`src/timer_ctl_pkg.sv`:
```
// Function
// - Timer 1 overflow sets bit 7
// - Bit 7 cleared by vector or write-zero
// - Writing 1 to bit 6 runs Timer 1
// - Timer 0 overflow sets bit 5
// - Bit 5 cleared by vector or write-zero
package timer_ctl_pkg;
  // ==========================================================
  // Register map
  localparam logic [7:0] TIMER_CONTROL_ADDR  = 8'h88; // Special-function address, all pages
  localparam logic [7:0] TIMER_CONTROL_RESET = 8'h00; // Every bit resets to zero
  localparam int         T1_FLAG_BIT         = 7;     // Timer 1 overflow flag
  localparam int         T1_RUN_BIT          = 6;     // Timer 1 run enable
  localparam int         T0_FLAG_BIT         = 5;     // Timer 0 overflow flag
  localparam logic [7:0] SLICE_MASK          = 8'he0; // Bits owned by this slice
  // ==========================================================
  // Timer 1 counter
  localparam int         T1_WIDTH            = 16;    // Timer 1 count width
endpackage

```
`src/timer1_counter.sv`:
```
`timescale 1ns/1ps
// ==========================================================
// Timer 1 up-counter, advances only while run is high
module timer1_counter
  import timer_ctl_pkg::*;
#(
  parameter int WIDTH = T1_WIDTH               // Count width
) (
  input  wire logic             sys_clk_in,    // System clock
  input  wire logic             rst_n_in,      // Async reset, active low
  input  wire logic             run_in,        // Count enable
  input  wire logic             tick_in,       // Count pulse
  output logic [WIDTH-1:0]      count_out,     // Current count
  output logic                  overflow_out   // Wrap pulse
);
  logic [WIDTH-1:0] count_r;                   // Count register
  logic             ovf_r;                     // Registered wrap pulse
  wire              step = run_in & tick_in;   // Advance this cycle
  wire              wrap = step & (&count_r);  // All ones rolls over

  // Count holds while stopped
  always_ff @(posedge sys_clk_in or negedge rst_n_in) begin
    if (!rst_n_in) begin
      count_r <= '0;
      ovf_r   <= 1'b0;
    end else begin
      if (step) begin
        count_r <= count_r + 1'b1;
      end
      ovf_r <= wrap;
    end
  end

  assign count_out    = count_r;
  assign overflow_out = ovf_r;

  a_hold_stopped: assert property (@(posedge sys_clk_in) disable iff (!rst_n_in)
    !$past(run_in) |-> count_r == $past(count_r))
    else $error("Timer 1 moved while stopped");
endmodule

```
`src/timer_overflow_run_control.sv`:
```
`timescale 1ns/1ps
// ==========================================================
// Timer control register slice: two overflow flags, Timer 1 run
module timer_overflow_run_control
  import timer_ctl_pkg::*;
(
  input  wire logic        sys_clk_in,     // 40 MHz system clock
  input  wire logic        rst_n_in,       // Async reset, active low
  input  wire logic [7:0]  sfr_addr_in,    // Special-function address
  input  wire logic        sfr_wr_in,      // Byte write strobe
  input  wire logic        sfr_rd_in,      // Byte read strobe
  input  wire logic [7:0]  sfr_wdata_in,   // Write data
  input  wire logic        bit_wr_in,      // Bit-addressed write strobe
  input  wire logic [2:0]  bit_sel_in,     // Bit number in register
  input  wire logic        bit_val_in,     // Bit write value
  input  wire logic        t1_tick_in,     // Timer 1 count pulse
  input  wire logic        t0_ovf_in,      // Timer 0 overflow pulse
  input  wire logic        t1_vector_in,   // CPU vectors to Timer 1 handler
  input  wire logic        t0_vector_in,   // CPU vectors to Timer 0 handler
  output logic [7:0]       sfr_rdata_out,  // Read data, registered
  output logic             timer1_overflow_flag_out, // Timer 1 flag
  output logic             timer1_run_out,           // Timer 1 run
  output logic             timer0_overflow_flag_out, // Timer 0 flag
  output logic [T1_WIDTH-1:0] t1_count_out           // Timer 1 count
);
  // ==========================================================
  // Decode
  // The register sits on every page, so only the address is compared.
  // A byte write and a bit write may come in one cycle; the byte wins,
  // which keeps the write path free of any arbitration state.
  // Reads are registered so the CPU sees the value one cycle later.
  wire hit      = (sfr_addr_in == TIMER_CONTROL_ADDR);        // Register selected
  wire byte_wr  = hit & sfr_wr_in;                            // Whole-byte write
  wire bit_hit  = hit & bit_wr_in;                            // Bit write to register

  // Per-bit write request and value, shared by all three bits
  // Bits 4..0 belong to other logic and are neither stored nor driven
  function automatic logic wr_en(input int b);
    return byte_wr | (bit_hit & (bit_sel_in == b[2:0]));
  endfunction
  function automatic logic wr_val(input int b);
    return byte_wr ? sfr_wdata_in[b] : bit_val_in;
  endfunction

  logic        t1_flag_r, t1_run_r, t0_flag_r; // Slice state
  logic [7:0]  rdata_r;                        // Read data register
  logic        t1_ovf;                         // Overflow from Timer 1
  logic [T1_WIDTH-1:0] t1_count;               // Timer 1 count

  // ==========================================================
  // Next-state logic
  // Clear by vector or written zero; an overflow in the same cycle wins
  // Losing an overflow would drop an interrupt, so the set is never masked.
  // A vector beats a software write of one, so a handled event stays handled.
  wire t1_clr     = t1_vector_in | (wr_en(T1_FLAG_BIT) & ~wr_val(T1_FLAG_BIT));
  wire t0_clr     = t0_vector_in | (wr_en(T0_FLAG_BIT) & ~wr_val(T0_FLAG_BIT));
  wire t1_flag_nxt = t1_ovf | (t1_flag_r & ~t1_clr) |
                     (wr_en(T1_FLAG_BIT) & wr_val(T1_FLAG_BIT) & ~t1_vector_in);
  wire t0_flag_nxt = t0_ovf_in | (t0_flag_r & ~t0_clr) |
                     (wr_en(T0_FLAG_BIT) & wr_val(T0_FLAG_BIT) & ~t0_vector_in);
  wire t1_run_nxt  = wr_en(T1_RUN_BIT) ? wr_val(T1_RUN_BIT) : t1_run_r;
  wire [7:0] view  = {t1_flag_r, t1_run_r, t0_flag_r, 5'h00}; // Unowned bits read zero

  // ==========================================================
  // Register state
  // Reset takes constants only; each slice bit comes from the reset value, read data resets to 8'h00
  // Read data returns to zero when no read is pending
  always_ff @(posedge sys_clk_in or negedge rst_n_in) begin
    if (!rst_n_in) begin
      t1_flag_r <= TIMER_CONTROL_RESET[T1_FLAG_BIT];
      t1_run_r  <= TIMER_CONTROL_RESET[T1_RUN_BIT];
      t0_flag_r <= TIMER_CONTROL_RESET[T0_FLAG_BIT];
      rdata_r   <= 8'h00;
    end else begin
      t1_flag_r <= t1_flag_nxt;
      t1_run_r  <= t1_run_nxt;
      t0_flag_r <= t0_flag_nxt;
      rdata_r   <= (hit & sfr_rd_in) ? (view & SLICE_MASK) : 8'h00;
    end
  end

  // ==========================================================
  // Timer 1 counter, gated by the run bit
  // The run bit is taken from the flop, so a write starts counting a cycle later
  // Its wrap pulse is registered, so the flag lands two cycles after the tick
  timer1_counter #(.WIDTH(T1_WIDTH)) u_t1 (
    .sys_clk_in   (sys_clk_in),
    .rst_n_in     (rst_n_in),
    .run_in       (t1_run_r),
    .tick_in      (t1_tick_in),
    .count_out    (t1_count),
    .overflow_out (t1_ovf)
  );

  // ==========================================================
  // Outputs, each straight from a flop
  assign sfr_rdata_out            = rdata_r;
  assign timer1_overflow_flag_out = t1_flag_r;
  assign timer1_run_out           = t1_run_r;
  assign timer0_overflow_flag_out = t0_flag_r;
  assign t1_count_out             = t1_count;

  // ==========================================================
  // Checks
  // All checks run on the system clock and stay quiet in reset

  // Overflow pulse shows as a set flag one cycle later
  a_t1_flag_set: assert property (@(posedge sys_clk_in) disable iff (!rst_n_in)
    t1_ovf |=> t1_flag_r)
    else $error("Timer 1 flag not set on overflow");

  // Timer 1 flag moves only on overflow, vector or register write
  a_t1_flag_hold: assert property (@(posedge sys_clk_in) disable iff (!rst_n_in)
    !t1_ovf && !t1_vector_in && !byte_wr && !bit_hit |=> $stable(t1_flag_r))
    else $error("Timer 1 flag changed with no cause");

  // Vector acknowledge clears the flag unless an overflow lands with it
  a_t1_vec_clear: assert property (@(posedge sys_clk_in) disable iff (!rst_n_in)
    t1_vector_in && !t1_ovf |=> !t1_flag_r)
    else $error("Timer 1 flag not cleared by vector");

  // Vector also beats a software write of one in the same cycle
  a_t1_vec_wins: assert property (@(posedge sys_clk_in) disable iff (!rst_n_in)
    t1_vector_in && !t1_ovf && byte_wr && sfr_wdata_in[T1_FLAG_BIT] |=> !t1_flag_r)
    else $error("Timer 1 write of one beat the vector");

  // Byte write of zero clears the Timer 1 flag
  a_t1_sw_clear: assert property (@(posedge sys_clk_in) disable iff (!rst_n_in)
    byte_wr && !sfr_wdata_in[T1_FLAG_BIT] && !t1_ovf |=> !t1_flag_r)
    else $error("Timer 1 flag not cleared by write");

  // Bit write of zero clears the Timer 1 flag
  a_t1_bit_clear: assert property (@(posedge sys_clk_in) disable iff (!rst_n_in)
    bit_hit && !byte_wr && bit_sel_in == 3'h7 && !bit_val_in && !t1_ovf |=> !t1_flag_r)
    else $error("Timer 1 flag not cleared by bit write");

  // Byte write loads the run bit
  a_t1_run_write: assert property (@(posedge sys_clk_in) disable iff (!rst_n_in)
    byte_wr |=> t1_run_r == $past(sfr_wdata_in[T1_RUN_BIT]))
    else $error("Timer 1 run not written");

  // Bit write loads the run bit when no byte write competes
  a_t1_bit_run: assert property (@(posedge sys_clk_in) disable iff (!rst_n_in)
    bit_hit && !byte_wr && bit_sel_in == 3'h6 |=> t1_run_r == $past(bit_val_in))
    else $error("Timer 1 run not written by bit write");

  // Run bit holds while no write reaches the register
  a_t1_run_hold: assert property (@(posedge sys_clk_in) disable iff (!rst_n_in)
    !byte_wr && !bit_hit |=> $stable(t1_run_r))
    else $error("Timer 1 run changed with no write");

  // Timer 0 overflow sets its flag one cycle later
  a_t0_flag_set: assert property (@(posedge sys_clk_in) disable iff (!rst_n_in)
    t0_ovf_in |=> t0_flag_r)
    else $error("Timer 0 flag not set on overflow");

  // Timer 0 flag moves only on overflow, vector or register write
  a_t0_flag_hold: assert property (@(posedge sys_clk_in) disable iff (!rst_n_in)
    !t0_ovf_in && !t0_vector_in && !byte_wr && !bit_hit |=> $stable(t0_flag_r))
    else $error("Timer 0 flag changed with no cause");

  // Vector acknowledge clears the Timer 0 flag
  a_t0_vec_clear: assert property (@(posedge sys_clk_in) disable iff (!rst_n_in)
    t0_vector_in && !t0_ovf_in |=> !t0_flag_r)
    else $error("Timer 0 flag not cleared by vector");

  // Byte write of zero clears the Timer 0 flag
  a_t0_sw_clear: assert property (@(posedge sys_clk_in) disable iff (!rst_n_in)
    byte_wr && !sfr_wdata_in[T0_FLAG_BIT] && !t0_ovf_in |=> !t0_flag_r)
    else $error("Timer 0 flag not cleared by write");

  // Bit write of zero clears the Timer 0 flag
  a_t0_bit_clear: assert property (@(posedge sys_clk_in) disable iff (!rst_n_in)
    bit_hit && !byte_wr && bit_sel_in == 3'h5 && !bit_val_in && !t0_ovf_in |=> !t0_flag_r)
    else $error("Timer 0 flag not cleared by bit write");

  // Two stopped cycles in a row leave the count untouched
  a_t1_stop_hold: assert property (@(posedge sys_clk_in) disable iff (!rst_n_in)
    !t1_run_r [*2] |-> $stable(t1_count))
    else $error("Timer 1 count moved while stopped");

  // ==========================================================
  // Coverage of the main scenarios
  c_t1_overflow: cover property (@(posedge sys_clk_in) disable iff (!rst_n_in) t1_ovf ##1 t1_flag_r);
  c_t0_vector:   cover property (@(posedge sys_clk_in) disable iff (!rst_n_in) t0_flag_r ##1 t0_vector_in);
  c_set_wins:    cover property (@(posedge sys_clk_in) disable iff (!rst_n_in) t0_ovf_in && t0_vector_in);
  c_run_bit:     cover property (@(posedge sys_clk_in) disable iff (!rst_n_in)
    bit_hit && bit_sel_in == 3'h6 && bit_val_in ##1 t1_run_r);
endmodule

```
`config.mk`:
```
export PLATFORM = sky130hd
export DESIGN_NAME = timer_overflow_run_control
export DESIGN_NICKNAME = d
export VERILOG_FILES = /design/src/timer_ctl_pkg.sv /design/src/timer1_counter.sv /design/src/timer_overflow_run_control.sv
export SDC_FILE = /design/constraint.sdc
export NUM_CORES = 1
export LEC_CHECK = 0
export BUFFER_PORTS_ARGS = -buffer_cell sky130_fd_sc_hd__buf_2
export CAP_MARGIN = 5
export CORE_UTILIZATION = 50
export CTS_BUF_LIST = sky130_fd_sc_hd__clkbuf_4 sky130_fd_sc_hd__clkbuf_8
export DETAILED_ROUTE_END_ITERATION = 10
export PLACE_DENSITY = 0.86
export SLEW_MARGIN = 20
export SYNTH_ARGS = -nofsm -noshare
export SYNTH_HDL_FRONTEND = slang
export SYNTH_SLANG_ARGS = --single-unit
```
`constraint.sdc`:
```
create_clock -name sys_clk_in -period 2.4 [get_ports sys_clk_in]
set_input_delay 0.48 -clock sys_clk_in [delete_from_list [all_inputs] [get_ports sys_clk_in]]
set_output_delay 0.48 -clock sys_clk_in [all_outputs]
set_load 0.02 [all_outputs]
```
==> run_results.csv <==
group,metric,value,unit
yosys,synth_warnings,0,
worst_setup_path,crit_buf_inv,1,
die,start_util,54.8,%
worst_setup_path,slowest_stage,"dfrtp_1",
placed_design,dp_hpwl,1750,µm
cts,cts-root-buf,"clkbuf_4",
yosys,synthFlopType,"dfrtp_1",
final_layout,final_nets,181,
global_routing,overflow,0,
cts,ctsHoldBuffers,0,
global_routing,antenna_found_initial,0,
worst_setup_path,crit_chain,"buf_2",
worst_setup_path,cp-end-kind,"output pin",
cts,cts_tree,"built",
route,drc,0,
power,power_leakage,0.776,nW
final_layout,layout_common_cells,"buf_2, dfrtp_1, and3_1, xnor2_1, xor2_1",
cts,clkTransAtPathRegs,120,ps
status,status,"finished, final reports clean",
worst_setup_path,crit_fanout,6,
power,vdd_ir_drop_max,449,µV
yosys,synth_area_leader_cell,"dfrtp_1",
cts,htree_num_levels,1,
worst_setup_path,start_kind,"flip-flop",
cts,cts_resized,0,
worst_setup_path,critPathMaxStageDelay,460,ps
route,drt_wl_total,2200,µm
die,die_w,49.3,µm
yosys,synth_seq_area_share,51.4,%
sta,setup_viol,0,
route,drt_first_iter_violations,21,
cts,clk_latency,310,ps
worst_setup_path,critPathTopFamily,"flip-flops",
final_layout,synthToLayoutAreaGrowth,22.8,%
job,drv_cap,0,
power,power_density,544,mW/mm²
worst_setup_path,worstSetupPathType,"reg -> out",
yosys,yosysUniqueCellTypes,32,
final_layout,num_antenna_cells,0,
global_routing,track_usage,21.5,%
cts,cts_setup_buffers,0,
sta,finalSetupTns,0,ps
final_layout,drive_gt1_share,36.7,%
die,num_io_pins,56,
route,ant_nets,0,
cts,clock_sinks,23,
sta,period_minus_slack,1450,ps
die,fp.coreArea,0.00204,mm²
yosys,syn-instance-count,104,
sta,fmax,691,MHz
sta,period_share,60.3,%
route,viasPerCell,5.12,
global_routing,first_global_vias,910,
sta,hold_viol_final,0,
route,via_count,906,
sta,clock_skew,3.27,ps
sta,slew_viol_final,0,
global_routing,grt_max_degree,24,
yosys,ys_ff_latch,23,
cts,clk_path_buf_depth,2,
yosys,synth_top_area_share,51.4,%
worst_hold_path,min_path_type,"in -> async",
yosys,synthArstFlopShare,100,%
die,rows,16,
cts,cts_buffers,3,
die,die_area,0.00243,mm²
worst_setup_path,critPathArrivalTime,970,ps
yosys,synth_edf_count,0,
placed_design,port_buffers,45,
worst_setup_path,required,1920,ps
final_layout,final_common_cell,"buf_2",
sta,rsz0062_at_grt,"no",
yosys,ys_top_cells_by_area,"dfrtp_1, xnor2_1, xor2_1",
yosys,synth_area,0.00112,mm²
placed_design,place_congestion,0.764,
route,drtPass1Iterations,4,
global_routing,grt_pass1_wl,3930,µm
sta,hold_ws,116,ps
die,die_h,49.3,µm
route,post_drt_wl_per_cell,12.4,µm
yosys,synth_area_per_cell,10.8,µm²
==> where the power goes <==
part | switching, mW | internal, mW | leakage (nW)
registers | 0.0261 | 0.412 | 0.304
logic | 0.0792 | 0.0571 | 0.454
clock network | 0.112 | 0.0623 | 0.0177
total | 0.217 | 0.531 | 0.776
==> logic make-up after synthesis <==
logic type / share of synthesized area (%)
flip-flops: 51.4
other: 0.335
AO/OA/AOI/OAI: 6.82
XOR/XNOR: 11.7
buffers and inverters: 4.80
adder cells (fa/ha/maj): 1.12
AND/OR/NAND/NOR: 22.8
multiplexers: 1.01
==> routing by layer <==
metal  part of all wire, %  routed length [µm]  global-route usage (%)  vias to the layer above
met5                     0                   0                       0                        -
met4                   1.3                  29                    5.39                        0
met3                   5.3                 116                    5.61                        6
met2                    53                1160                    40.0                       33
met1                    40                 889                    23.9                      429
li1                      -                   -                       -                      438
==> cell usage after synthesis, types with 2 or more instances <==
master / instances
buf_4: 5
nor3_2: 3
nand3_1: 5
inv_1: 2
o21a_1: 2
nor3_1: 3
xnor2_1: 8
and2_1: 2
nand2_1: 5
nor2b_1: 2
dfrtp_1: 23
o21ai_0: 2
a21oi_1: 4
and3_1: 8
xor2_1: 7
nor2_1: 5
a21o_1: 2
nand4_1: 2
==> stage by stage <==
| step | utilization [%] | setup slack (ps) | power [mW] | instance area (µm²) | cells |
|---|---|---|---|---|---|
| floorplan | - | 940 | 0.525 | 1130 | 108 |
| global placement | 66.0 | 777 | 0.575 | 1350 | 173 |
| detailed placement | 66.0 | 713 | 0.583 | 1350 | 173 |
| CTS | 67.3 | 950 | 0.756 | 1380 | 177 |
| global route | 67.3 | 800 | 0.789 | 1380 | 177 |
| finish | 67.3 | 953 | 0.748 | 1380 | 177 |
==> worst paths after layout <==
kind | cells past startpoint | startpoint | slack (ps) | endpoint
min in group sys_clk_in | 2 | t0_ovf_in | 370 | timer0_overflow_flag_out
min reg2reg | 1 | u_t1.overflow_out | 440 | timer1_overflow_flag_out
max | 1 | timer1_run_out | 950 | timer1_run_out
max reg2reg | 5 | u_t1.count_out[0] | 960 | u_t1.count_out[6]
min | 1 | rst_n_in | 120 | timer1_run_out
max in group asynchronous | 1 | rst_n_in | 1950 | u_t1.count_out[2]
==> state kept, by name, summed over array words and instances (netlist names) <==
| name | flops |
|---|---|
| timer1_run_out | 1 |
| timer1_overflow_flag_out | 1 |
| u_t1.count_out | 16 |
| u_t1.overflow_out | 1 |
| timer0_overflow_flag_out | 1 |
| sfr_rdata_out | 3 |
==> area by class of cell <==
| class | instances | area [µm²] |
|---|---|---|
| clock buffer | 3 | 22.5 |
| clock inverter | 1 | 5.00 |
| fill | 171 | 667 |
| inverter | 2 | 7.51 |
| multi-input combinational | 76 | 505 |
| sequential | 23 | 576 |
| tap | 27 | 33.8 |
| timing repair buffer | 45 | 225 |
Power figures use the tool's default switching activity.
